**src/lps_pkg.sv**
```systemverilog
package lps_pkg;

    // Register offsets on the documented register port
    localparam logic [7:0] ADDR_INTEG_TIME = 8'h81;
    localparam logic [7:0] ADDR_WAIT_TIME = 8'h83;
    localparam logic [7:0] ADDR_LIGHT_LOW_LO = 8'h84;
    localparam logic [7:0] ADDR_LIGHT_LOW_HI = 8'h85;
    localparam logic [7:0] ADDR_LIGHT_HIGH_LO = 8'h86;
    localparam logic [7:0] ADDR_LIGHT_HIGH_HI = 8'h87;
    localparam logic [7:0] ADDR_PROX_LOW = 8'h89;
    localparam logic [7:0] ADDR_PROX_HIGH = 8'h8b;
    localparam logic [7:0] ADDR_PERSIST = 8'h8c;
    localparam logic [7:0] ADDR_ENABLE = 8'h80;
    localparam logic [7:0] ADDR_CONFIG1 = 8'h8d;
    localparam logic [7:0] ADDR_CLR_PROX = 8'he5;
    localparam logic [7:0] ADDR_CLR_LIGHT = 8'he6;
    localparam logic [7:0] ADDR_CLR_ALL = 8'he7;

    // Field positions
    localparam int BIT_LIGHT_MEAS_EN = 1;
    localparam int BIT_PROX_MEAS_EN = 2;
    localparam int BIT_LIGHT_IRQ_EN = 4;
    localparam int BIT_PROX_IRQ_EN = 5;
    localparam int BIT_LONG_WAIT = 1;
    localparam int PROX_PERSIST_LSB = 4;
    localparam int LIGHT_PERSIST_LSB = 0;

    // Reset values
    localparam logic [7:0] RST_INTEG_TIME = 8'hff;
    localparam logic [7:0] RST_WAIT_TIME = 8'hff;
    localparam logic [7:0] RST_ENABLE = 8'h00;
    localparam logic [7:0] RST_CONFIG1 = 8'h40;
    localparam logic [7:0] RST_ZERO = 8'h00;

    // Timing
    localparam int CLK_HZ = 50_000_000;
    localparam int STEP_NS = 2_780_000;
    localparam int STEP_CYCLES_DEF = STEP_NS / 20;
    localparam int PROX_INTEG_NS = 696_000;
    localparam int PROX_CYCLES_DEF = PROX_INTEG_NS / 20;
    localparam logic [9:0] STEPS_FULL = 10'h100;
    localparam logic [3:0] LONG_WAIT_MULT = 4'hc;
    localparam logic [16:0] SAT_PER_STEP = 17'h00401;
    localparam logic [15:0] SAT_MAX = 16'hffff;

    // Measurement sequencer states
    typedef enum logic [1:0] {
        ST_IDLE = 2'b00,
        ST_PROX = 2'b01,
        ST_LIGHT = 2'b10,
        ST_WAIT = 2'b11
    } seq_state_t;

    // Register port request
    typedef struct packed {
        logic wr;
        logic rd;
        logic addr_only;
        logic [7:0] addr;
        logic [7:0] wdata;
    } reg_req_t;

    // Raw conversion samples from the analog front end
    typedef struct packed {
        logic [15:0] light;
        logic [7:0] prox;
    } sample_t;

endpackage

```
**src/light_prox_timing_and_threshold_irq.sv**
```systemverilog
`timescale 1ns/1ps
module light_prox_timing_and_threshold_irq
    import lps_pkg::*;
#(
    parameter int STEP_CYCLES = STEP_CYCLES_DEF,
    parameter int PROX_CYCLES = PROX_CYCLES_DEF
) (
    // Clock and reset
    input wire logic clk_sys,
    input wire logic sys_rst,
    // Register port
    input wire reg_req_t req,
    output logic [7:0] rdata,
    // Analog front end
    input wire sample_t sample,
    output logic prox_conv_done,
    output logic light_conv_done,
    output logic [15:0] clear_channel_result,
    output logic [7:0] prox_result,
    // Interrupt pin, active low
    output logic int_n
);

    // Timing overview
    //
    // The sequencer walks proximity, then light, then wait, and starts
    // again for as long as either measurement stays enabled. Every step
    // is counted off one shared tick divider, so each phase length is a
    // whole number of steps of STEP_CYCLES clocks. The one exception is
    // the proximity phase, which is a fixed PROX_CYCLES long.
    //
    // Leaving idle costs one clock, because the divider is zeroed there.
    // That cycle is not part of any phase the host can see.
    //
    // Limitation: changing the integration or wait field while a cycle
    // runs takes effect on the next step compare. A phase that is already
    // past its new end count runs on until the step counter wraps, so the
    // host should set both fields before enabling measurement.
    //
    // Interrupt overview
    //
    // Each channel owns its window test, its persistence counter and its
    // sticky flag. A done pulse is the only thing that can move a counter,
    // so a result on one channel never disturbs the other channel.
    //
    // The flags are sticky: a later in-range result leaves them alone and
    // only the matching address-only clear drops them. When a new event
    // and a clear meet in one clock the event wins, so no qualified event
    // is ever lost to a clear that the host issued a moment too early.
    //
    // The pin is the registered NOR of both flags. It follows a flag one
    // clock late, which costs a cycle but keeps the pin free of glitches.

    // Configuration registers
    logic [7:0] integ_time_field_r;
    logic [7:0] wait_time_field_r;
    logic [7:0] light_low_thr_lo_r, light_low_thr_hi_r;
    logic [7:0] light_high_thr_lo_r, light_high_thr_hi_r;
    logic [7:0] prox_low_thr_r, prox_high_thr_r;
    logic [7:0] persistence_reg_r;
    logic [7:0] enable_r;
    logic [7:0] config1_r;

    // Sequencer state, timing counters, persistence counters and interrupt flags
    seq_state_t state_r;
    logic [31:0] tick_r;
    logic [9:0] step_r;
    logic [3:0] mult_r;
    logic [5:0] prox_cnt_r, light_cnt_r;
    logic prox_irq_r, light_irq_r;

    // Decoded and combinational helpers
    logic step_end;
    logic light_meas_enable, prox_meas_enable;
    logic [9:0] integ_steps, wait_steps;
    logic [15:0] light_sat;
    logic prox_out, light_out;
    logic [5:0] prox_need, light_need;
    logic clr_prox, clr_light;
    logic [5:0] prox_cnt_nxt, light_cnt_nxt;

    // Step count for a field: 256 minus value, 0 gives 256
    function automatic logic [9:0] steps_of(input logic [7:0] f);
        steps_of = STEPS_FULL - {2'b00, f};
    endfunction

    // Persistence test: zero fires every cycle, else count reached
    function automatic logic persist_hit(input logic [5:0] need, input logic [5:0] cnt);
        persist_hit = (need == 6'h00) || (cnt >= need);
    endfunction

    assign light_meas_enable = enable_r[BIT_LIGHT_MEAS_EN];
    assign prox_meas_enable = enable_r[BIT_PROX_MEAS_EN];
    assign integ_steps = steps_of(integ_time_field_r);
    assign wait_steps = steps_of(wait_time_field_r);

    // Register writes; thresholds kept as separate bytes
    always_ff @(posedge clk_sys) begin
        if (sys_rst) begin
            integ_time_field_r <= RST_INTEG_TIME;
            wait_time_field_r <= RST_WAIT_TIME;
            light_low_thr_lo_r <= RST_ZERO;
            light_low_thr_hi_r <= RST_ZERO;
            light_high_thr_lo_r <= RST_ZERO;
            light_high_thr_hi_r <= RST_ZERO;
            prox_low_thr_r <= RST_ZERO;
            prox_high_thr_r <= RST_ZERO;
            persistence_reg_r <= RST_ZERO;
            enable_r <= RST_ENABLE;
            config1_r <= RST_CONFIG1;
        end else if (req.wr && !req.addr_only) begin
            case (req.addr)
                ADDR_INTEG_TIME: integ_time_field_r <= req.wdata;
                ADDR_WAIT_TIME: wait_time_field_r <= req.wdata;
                ADDR_LIGHT_LOW_LO: light_low_thr_lo_r <= req.wdata;
                ADDR_LIGHT_LOW_HI: light_low_thr_hi_r <= req.wdata;
                ADDR_LIGHT_HIGH_LO: light_high_thr_lo_r <= req.wdata;
                ADDR_LIGHT_HIGH_HI: light_high_thr_hi_r <= req.wdata;
                ADDR_PROX_LOW: prox_low_thr_r <= req.wdata;
                ADDR_PROX_HIGH: prox_high_thr_r <= req.wdata;
                ADDR_PERSIST: persistence_reg_r <= req.wdata;
                ADDR_ENABLE: enable_r <= req.wdata;
                ADDR_CONFIG1: config1_r <= req.wdata;
                default: ;
            endcase
        end
    end

    // Read data registered; unmapped addresses read zero
    always_ff @(posedge clk_sys) begin
        if (sys_rst) begin
            rdata <= 8'h00;
        end else if (req.rd) begin
            case (req.addr)
                ADDR_INTEG_TIME: rdata <= integ_time_field_r;
                ADDR_WAIT_TIME: rdata <= wait_time_field_r;
                ADDR_LIGHT_LOW_LO: rdata <= light_low_thr_lo_r;
                ADDR_LIGHT_LOW_HI: rdata <= light_low_thr_hi_r;
                ADDR_LIGHT_HIGH_LO: rdata <= light_high_thr_lo_r;
                ADDR_LIGHT_HIGH_HI: rdata <= light_high_thr_hi_r;
                ADDR_PROX_LOW: rdata <= prox_low_thr_r;
                ADDR_PROX_HIGH: rdata <= prox_high_thr_r;
                ADDR_PERSIST: rdata <= persistence_reg_r;
                ADDR_ENABLE: rdata <= enable_r;
                ADDR_CONFIG1: rdata <= config1_r;
                default: rdata <= 8'h00;
            endcase
        end
    end

    // Tick divider; proximity phase ends after PROX_CYCLES, not a full step
    assign step_end = (state_r == ST_PROX) ? (tick_r == 32'(PROX_CYCLES - 1))
                                           : (tick_r == 32'(STEP_CYCLES - 1));

    // Sequencer: prox, light, then wait, and around again
    always_ff @(posedge clk_sys) begin
        if (sys_rst) begin
            state_r <= ST_IDLE;
            tick_r <= 32'h0;
            step_r <= 10'h0;
            mult_r <= 4'h0;
        end else begin
            tick_r <= step_end ? 32'h0 : tick_r + 32'h1;
            case (state_r)
                ST_IDLE: begin
                    tick_r <= 32'h0;
                    step_r <= 10'h0;
                    if (prox_meas_enable) begin
                        state_r <= ST_PROX;
                    end else if (light_meas_enable) begin
                        state_r <= ST_LIGHT;
                    end
                end
                ST_PROX: begin
                    if (step_end) begin
                        state_r <= light_meas_enable ? ST_LIGHT : ST_WAIT;
                        step_r <= 10'h0;
                        mult_r <= 4'h0;
                    end
                end
                ST_LIGHT: begin
                    if (step_end) begin
                        step_r <= step_r + 10'h1;
                        if (step_r + 10'h1 == integ_steps) begin
                            state_r <= ST_WAIT;
                            step_r <= 10'h0;
                            mult_r <= 4'h0;
                        end
                    end
                end
                ST_WAIT: begin
                    if (step_end) begin
                        // Each wait step repeats twelve times under long wait
                        if (config1_r[BIT_LONG_WAIT] && mult_r != LONG_WAIT_MULT - 4'h1) begin
                            mult_r <= mult_r + 4'h1;
                        end else begin
                            mult_r <= 4'h0;
                            step_r <= step_r + 10'h1;
                            if (step_r + 10'h1 == wait_steps) begin
                                step_r <= 10'h0;
                                if (prox_meas_enable) begin
                                    state_r <= ST_PROX;
                                end else if (light_meas_enable) begin
                                    state_r <= ST_LIGHT;
                                end else begin
                                    state_r <= ST_IDLE;
                                end
                            end
                        end
                    end
                end
                default: state_r <= ST_IDLE;
            endcase
        end
    end

    assign prox_conv_done = (state_r == ST_PROX) && step_end;
    assign light_conv_done = (state_r == ST_LIGHT) && step_end && (step_r + 10'h1 == integ_steps);

    // Saturation ceiling; wide product avoids wrap before the compare
    always_comb begin
        logic [26:0] prod;
        prod = 27'(SAT_PER_STEP) * 27'(integ_steps);
        light_sat = (prod > 27'(SAT_MAX)) ? SAT_MAX : prod[15:0];
    end

    // Results latched at end of each conversion
    always_ff @(posedge clk_sys) begin
        if (sys_rst) begin
            clear_channel_result <= 16'h0;
            prox_result <= 8'h0;
        end else begin
            if (light_conv_done) begin
                clear_channel_result <= (sample.light > light_sat) ? light_sat : sample.light;
            end
            if (prox_conv_done) begin
                prox_result <= sample.prox;
            end
        end
    end

    // Window tests on the fresh sample and saturation
    always_comb begin
        logic [15:0] lv;
        lv = (sample.light > light_sat) ? light_sat : sample.light;
        light_out = (lv < {light_low_thr_hi_r, light_low_thr_lo_r})
                 || (lv > {light_high_thr_hi_r, light_high_thr_lo_r});
        prox_out = (sample.prox < prox_low_thr_r) || (sample.prox > prox_high_thr_r);
    end

    // Required consecutive counts; light scales by five above 3
    always_comb begin
        logic [3:0] pp, lp;
        pp = persistence_reg_r[PROX_PERSIST_LSB +: 4];
        lp = persistence_reg_r[LIGHT_PERSIST_LSB +: 4];
        prox_need = {2'b00, pp};
        if (lp < 4'h4) begin
            light_need = {2'b00, lp};
        end else begin
            light_need = 6'(({2'b00, lp} - 6'h3) * 6'h5);
        end
    end

    assign clr_prox = req.wr && req.addr_only && (req.addr == ADDR_CLR_PROX || req.addr == ADDR_CLR_ALL);
    assign clr_light = req.wr && req.addr_only && (req.addr == ADDR_CLR_LIGHT || req.addr == ADDR_CLR_ALL);

    // Count including this result; holding at 63 keeps a long run from
    // wrapping to zero and missing the compare after a clear
    assign prox_cnt_nxt = (prox_cnt_r == 6'h3f) ? prox_cnt_r : prox_cnt_r + 6'h1;
    assign light_cnt_nxt = (light_cnt_r == 6'h3f) ? light_cnt_r : light_cnt_r + 6'h1;

    // Independent persistence counters, saturating at 63
    always_ff @(posedge clk_sys) begin
        if (sys_rst) begin
            prox_cnt_r <= 6'h0;
            light_cnt_r <= 6'h0;
        end else begin
            if (prox_conv_done) begin
                prox_cnt_r <= !prox_out ? 6'h0 : prox_cnt_nxt;
            end
            if (light_conv_done) begin
                light_cnt_r <= !light_out ? 6'h0 : light_cnt_nxt;
            end
        end
    end

    // Sticky interrupt flags; a new event wins over a clear
    always_ff @(posedge clk_sys) begin
        if (sys_rst) begin
            prox_irq_r <= 1'b0;
            light_irq_r <= 1'b0;
        end else begin
            if (prox_conv_done && enable_r[BIT_PROX_IRQ_EN]
                && (prox_need == 6'h0 || (prox_out && persist_hit(prox_need, prox_cnt_nxt)))) begin
                prox_irq_r <= 1'b1;
            end else if (clr_prox) begin
                prox_irq_r <= 1'b0;
            end
            if (light_conv_done && enable_r[BIT_LIGHT_IRQ_EN]
                && (light_need == 6'h0 || (light_out && persist_hit(light_need, light_cnt_nxt)))) begin
                light_irq_r <= 1'b1;
            end else if (clr_light) begin
                light_irq_r <= 1'b0;
            end
        end
    end

    // Pin is a register so it never glitches
    always_ff @(posedge clk_sys) begin
        if (sys_rst) begin
            int_n <= 1'b1;
        end else begin
            int_n <= !(prox_irq_r || light_irq_r);
        end
    end

endmodule

```
**config.mk**
```make
export PLATFORM = sky130hd
export DESIGN_NAME = light_prox_timing_and_threshold_irq
export DESIGN_NICKNAME = d
export VERILOG_FILES = /design/src/lps_pkg.sv /design/src/light_prox_timing_and_threshold_irq.sv
export SDC_FILE = /design/constraint.sdc
export NUM_CORES = 1
export LEC_CHECK = 0
export BUFFER_PORTS_ARGS = -buffer_cell sky130_fd_sc_hd__buf_2
export CAP_MARGIN = 20
export CORE_MARGIN = 2
export CORE_UTILIZATION = 35
export CTS_CLUSTER_SIZE = 10
export DETAILED_ROUTE_END_ITERATION = 6
export HOLD_SLACK_MARGIN = 0.06
export RECOVER_POWER = 25
export SLEW_MARGIN = 20
export SYNTH_ARGS = -nofsm -noshare
export SYNTH_HDL_FRONTEND = slang
export SYNTH_SLANG_ARGS = --single-unit
```
**constraint.sdc**
```tcl
create_clock -name clk_sys -period 17.12 [get_ports clk_sys]
set_input_delay 1.712 -clock clk_sys [delete_from_list [all_inputs] [get_ports clk_sys]]
set_output_delay 1.712 -clock clk_sys [all_outputs]
set_load 0.1 [all_outputs]
```
== Yosys cells after proc, flatten, opt, wreduce, memory -nomap -nowiden ==
Cells that the tools add are included.
Widths: inputs -> output; s select.

* Bits in registers: 183
* Input port bits: 45
* Word-level logic and storage cells: 157

* Add/sub/neg operators: 8
* Multiply operators: 2
* Magnitude comparators: 9
* Eq/ne operators: 31
* Multiplexer cells: 38
* Reductions and logical operators: 46

{| class="wikitable"
|+ Operators with widths
! kind !! number
|-
| $eq 8x8->1 const B || 14
|-
| $pmux 8 s11 || 1
|-
| $mux 10 || 6
|-
| $pmux 10 s4 || 1
|-
| $add 32x1->32 const B || 1
|-
| $eq 32x16->1 const B || 1
|-
| $eq 32x18->1 const B || 1
|-
| $gt 16x16->1 || 2
|-
| $mux 16 || 2
|-
| $mux 6 || 5
|-
| $reduce_and 2->1 || 11
|-
| $gt 21x16->1 const B || 1
|-
| $mul 11x10->21 const A || 1
|-
| $eq 10x10->1 || 2
|-
| $mux 2 || 10
|-
| $mux 4 || 5
|-
| $sub 9x8->10 const A || 2
|-
| $lt 16x16->1 || 1
|-
| $logic_and 1x1->1 || 14
|-
| $add 6x1->6 const B || 2
|-
| $eq 6x6->1 const B || 2
|-
| $logic_not 6->1 || 2
|-
| $ne 2x2->1 const B || 6
|-
| $pmux 4 s3 || 1
|-
| other kinds (24) || 40
|}

== Depth between registers and ports, before layout ==
* Depth after elaboration: 12
* Depth in mapped cells: 30
* Mapped depth without buffers: 26

== Worst setup path before layout ==
Ideal clock, no wire load.

* Path kind: reg2out
* Start point: register state_r[0]
* End point: output port prox_conv_done
* Arrival: 4.382 ns
* Required time: 15.408 ns
* Path slack: 11.026 ns
* Stages on the path, launching flop included: 5
* Path buffers: 0
* Cell sequence: dfxtp_1 -> nand2b_1 -> or4b_1 -> o21a_1 -> nor4_1

* Longest elaborated chain between the ends: 3

{| class="wikitable"
|+ Ends and longest elaborated chain
! element !! RTL line !! text
|-
| start, declared || light_prox_timing_and_threshold_irq.sv:65 || <nowiki>seq_state_t state_r;</nowiki>
|-
| start signal, assigned || light_prox_timing_and_threshold_irq.sv:176 || <nowiki>state_r <= light_meas_enable ? ST_LIGHT : ST_WAIT;</nowiki>
|-
| $eq 2x1->1 * || light_prox_timing_and_threshold_irq.sv:152, light_prox_timing_and_threshold_irq.sv:217 ||
|-
| $mux 1 || light_prox_timing_and_threshold_irq.sv:152 || <nowiki>assign step_end = (state_r == ST_PROX) ? (tick_r == 32'(PROX_CYCLES - 1))</nowiki>
|-
| $logic_and 1x1->1 * || light_prox_timing_and_threshold_irq.sv:217 || <nowiki>assign prox_conv_done = (state_r == ST_PROX) && step_end;</nowiki>
|-
| end, declared || light_prox_timing_and_threshold_irq.sv:16 || <nowiki>output logic prox_conv_done,</nowiki>
|}

Every way passes the cells marked *; elsewhere a longest branch is shown, timed or not.

== Worst setup path in the final report ==
* Start point: input port sys_rst
* End point: register tick_r[15]

* Longest elaborated chain between the ends: 1

{| class="wikitable"
|+ Ends and longest elaborated chain
! element !! RTL line !! text
|-
| start, declared || light_prox_timing_and_threshold_irq.sv:10 || <nowiki>input wire logic sys_rst,</nowiki>
|-
| $reduce_or 3->1 (no line) || - ||
|-
| end signal, assigned || light_prox_timing_and_threshold_irq.sv:163 || <nowiki>tick_r <= step_end ? 32'h0 : tick_r + 32'h1;</nowiki>
|-
| end, declared || light_prox_timing_and_threshold_irq.sv:66 || <nowiki>logic [31:0] tick_r;</nowiki>
|}

No other way between the ends.
A chain may end at the register's enable or synchronous reset.

==> impl_metrics.json <==
{
  "viasPerCell": 5.55,
  "post_cts_buffers": 0,
  "setup_tns_ps": 0,
  "area_delta_synth_final_pct": 11.1,
  "ant_nets": 0,
  "vias": 10251,
  "endpoint": "tick_r[15]$_SDFF_PP0_",
  "htreeDepth": 4,
  "rows": 65,
  "cts_tree": "built",
  "outcome": "complete, but fails checks",
  "cp-start-kind": "input port",
  "post-route-drc-count": 0,
  "critPathLaunch": "sys_rst",
  "port_buffers": 79,
  "ys_types": 87,
  "synth_flop_cell": "dfxtp_1",
  "rr_endpoint": "light_cnt_r[0]$_SDFFE_PP0P_",
  "synth_area_um2": 11300,
  "critical_path_arrival_ps": 7920,
  "crit_fanout": 79,
  "ff2ff_path_depth": 24,
  "netlist_instances": 1400,
  "ys_top_cells_by_area": "dfxtp_1, ha_1, nand2_1",
  "synth-edff-count": 0,
  "yosysWarningCount": 0,
  "grt_use_total": 0.193,
  "synth.top_cell.area_share": 0.324,
  "globalplace.congestion": 0.877,
  "r2r_slack_ps": 10250,
  "drv_slew": 178,
  "grt_pass1_vias": 9277,
  "layout-drive-gt1-share": 0.0872,
  "async_reset_ff_frac": 0,
  "clk_path_buf_depth": 2,
  "dr.pass1.iters": 5,
  "routed_wl_um": 32500,
  "max_slew.worst_pin.slew_ps": 3660,
  "grt_pass1_wl_um": 51500,
  "ctsHoldBuffers": 0,
  "cts-root-buf": "clkbuf_16",
  "layout.nets": 1558,
  "rsz0062_at_grt": "no",
  "p_per_area_nw_per_um2": 75.4,
  "finalCritPeriodShare": 0.448,
  "start_util": 0.357,
  "critPathKind": "in2reg",
  "die_area_um2": 33800,
  "synth_seq_cells": 183,
  "peakVddDrop_v": 0.0000723,
  "reg.largest.list": "tick_r: 32 flops, clear_channel_result: 16 flops, step_r: 10 flops",
  "cts_resized": 0,
  "rr_startpoint": "integ_time_field_r[0]$_SDFFE_PP1P_",
  "antenna_found_initial": 0,
  "die_h_um": 184,
  "insertedDiodeCount": 0,
  "yosys.area.top_type": "dfxtp_1",
  "worstSetupEndpointType": "flip-flop",
  "cts.sinks": 183,
  "hold_violations": 0,
  "insertion_delay_ps": 450,
  "largest_reg_flops": 32,
  "syn_nets": 1526,
  "avgSynthCellArea_um2": 8.09,
  "regMostFlops": "tick_r",
  "cts_buffers": 17,
  "cellLeakagePower_nw": 4.53,
  "fillers": 3276,
  "dpl.hpwl_um": 24100,
  "clkTransAtPathRegs_ps": 70,
  "grt_max_degree": 80,
  "violations": "max-capacitance violations, max-slew violations",
  "wire_per_inst_um": 17.6,
  "worstHoldPathType": "reg2reg",
  "finalSetupViolations": 0,
  "max_freq_mhz": 130,
  "drtIter0Drc": 863,
  "skew_ps": 14.4,
  "relSlewSlack": -1.44,
  "whs_ps": 450,
  "ys_seq_area_frac": 0.324,
  "fin_crit_ps": 7670,
  "io_pins": 80,
  "core_area_um2": 31700,
  "critPathRequiredTime_ps": 17370,
  "cap_violations": 3,
  "overflow": 0,
  "die_w_um": 184
}
## cell usage in the layout, fill, tap and decap left out, types with 29 or more instances in the layout
cell type,instances
nor2_1,147
nand3_1,87
a21oi_1,103
xor2_1,29
buf_2,45
nand2_1,163
mux2i_1,55
inv_1,73
dfxtp_1,183
clkbuf_1,35
xnor2_1,40
ha_1,80
## critical path: stages
cell and delay, ps:
clkbuf_1 2480, clkbuf_1 2140, or2_0 1420, nor2_1 140
## cell type report
type,count,area (um2),share of cell area
clock buffers,17,425,0.0338
well taps,402,503,0.0400
flip-flops and latches,183,3660,0.291
clock inverters,15,214,0.0170
inverters,73,274,0.0218
repair buffers,86,402,0.0319
multi-input cells,1071,7100,0.564
## how the worst min path moves through the flow
stage | startpoint | end | slack [ps] | cells past startpoint
detailed placement | clear_channel_result[14]$_SDFFE_PP0P_ | clear_channel_result[14]$_SDFFE_PP0P_ | 440 | 2
global placement | clear_channel_result[0]$_SDFFE_PP0P_ | clear_channel_result[0]$_SDFFE_PP0P_ | 440 | 2
finish | clear_channel_result[14]$_SDFFE_PP0P_ | clear_channel_result[14]$_SDFFE_PP0P_ | 450 | 2
floorplan | prox_irq_r$_SDFFE_PP0P_ | int_n$_SDFF_PP1_ | 400 | 1
CTS | clear_channel_result[2]$_SDFFE_PP0P_ | clear_channel_result[2]$_SDFFE_PP0P_ | 450 | 2
global route | clear_channel_result[2]$_SDFFE_PP0P_ | clear_channel_result[2]$_SDFFE_PP0P_ | 460 | 2
## metrics by stage
stage               cells  power (W)  instance area (um2)  setup slack [ps]   util
floorplan            1400   0.000503                11300             11030      -
global placement     1815   0.000528                12000             10610  0.377
detailed placement   1815   0.000528                12000             10380  0.377
CTS                  1847   0.000957                12600             10340  0.398
global route         1847   0.000984                12600              8670  0.397
finish               1847   0.000948                12600              9450  0.397
## report_power, final
part | internal, W | total (W) | switching (W) | leakage (nW)
combinational | 0.0000315 | 0.0000897 | 0.0000582 | 2.76
sequential | 0.000427 | 0.000429 | 0.00000280 | 1.47
clock | 0.000236 | 0.000429 | 0.000193 | 0.305
## metal layers
metal	share of wire	up-vias	GRT usage
met5	0	-	0
met4	0.014	0	0.0528
met3	0.048	28	0.0301
met2	0.44	252	0.303
met1	0.50	4920	0.275
li1	-	5051	-
## cells in the mapped netlist (29+ instances only)
| cell type | count |
|---|---|
| dfxtp_1 | 183 |
| nand2_1 | 163 |
| nor2_1 | 147 |
| a21oi_1 | 103 |
| nand3_1 | 87 |
| ha_1 | 80 |
| inv_1 | 73 |
| mux2i_1 | 55 |
| clkbuf_1 | 54 |
| xnor2_1 | 40 |
| xor2_1 | 29 |
## kinds of logic after synthesis
kind of cell             share of synthesized area
AND/OR/NAND/NOR                              0.247
AO/OA/AOI/OAI                                0.168
flip-flops                                   0.324
buffers and inverters                       0.0511
adder cells (fa/ha/maj)                     0.0922
XOR/XNOR                                    0.0534
multiplexers                                0.0646
(Power assumes the default switching activity.)
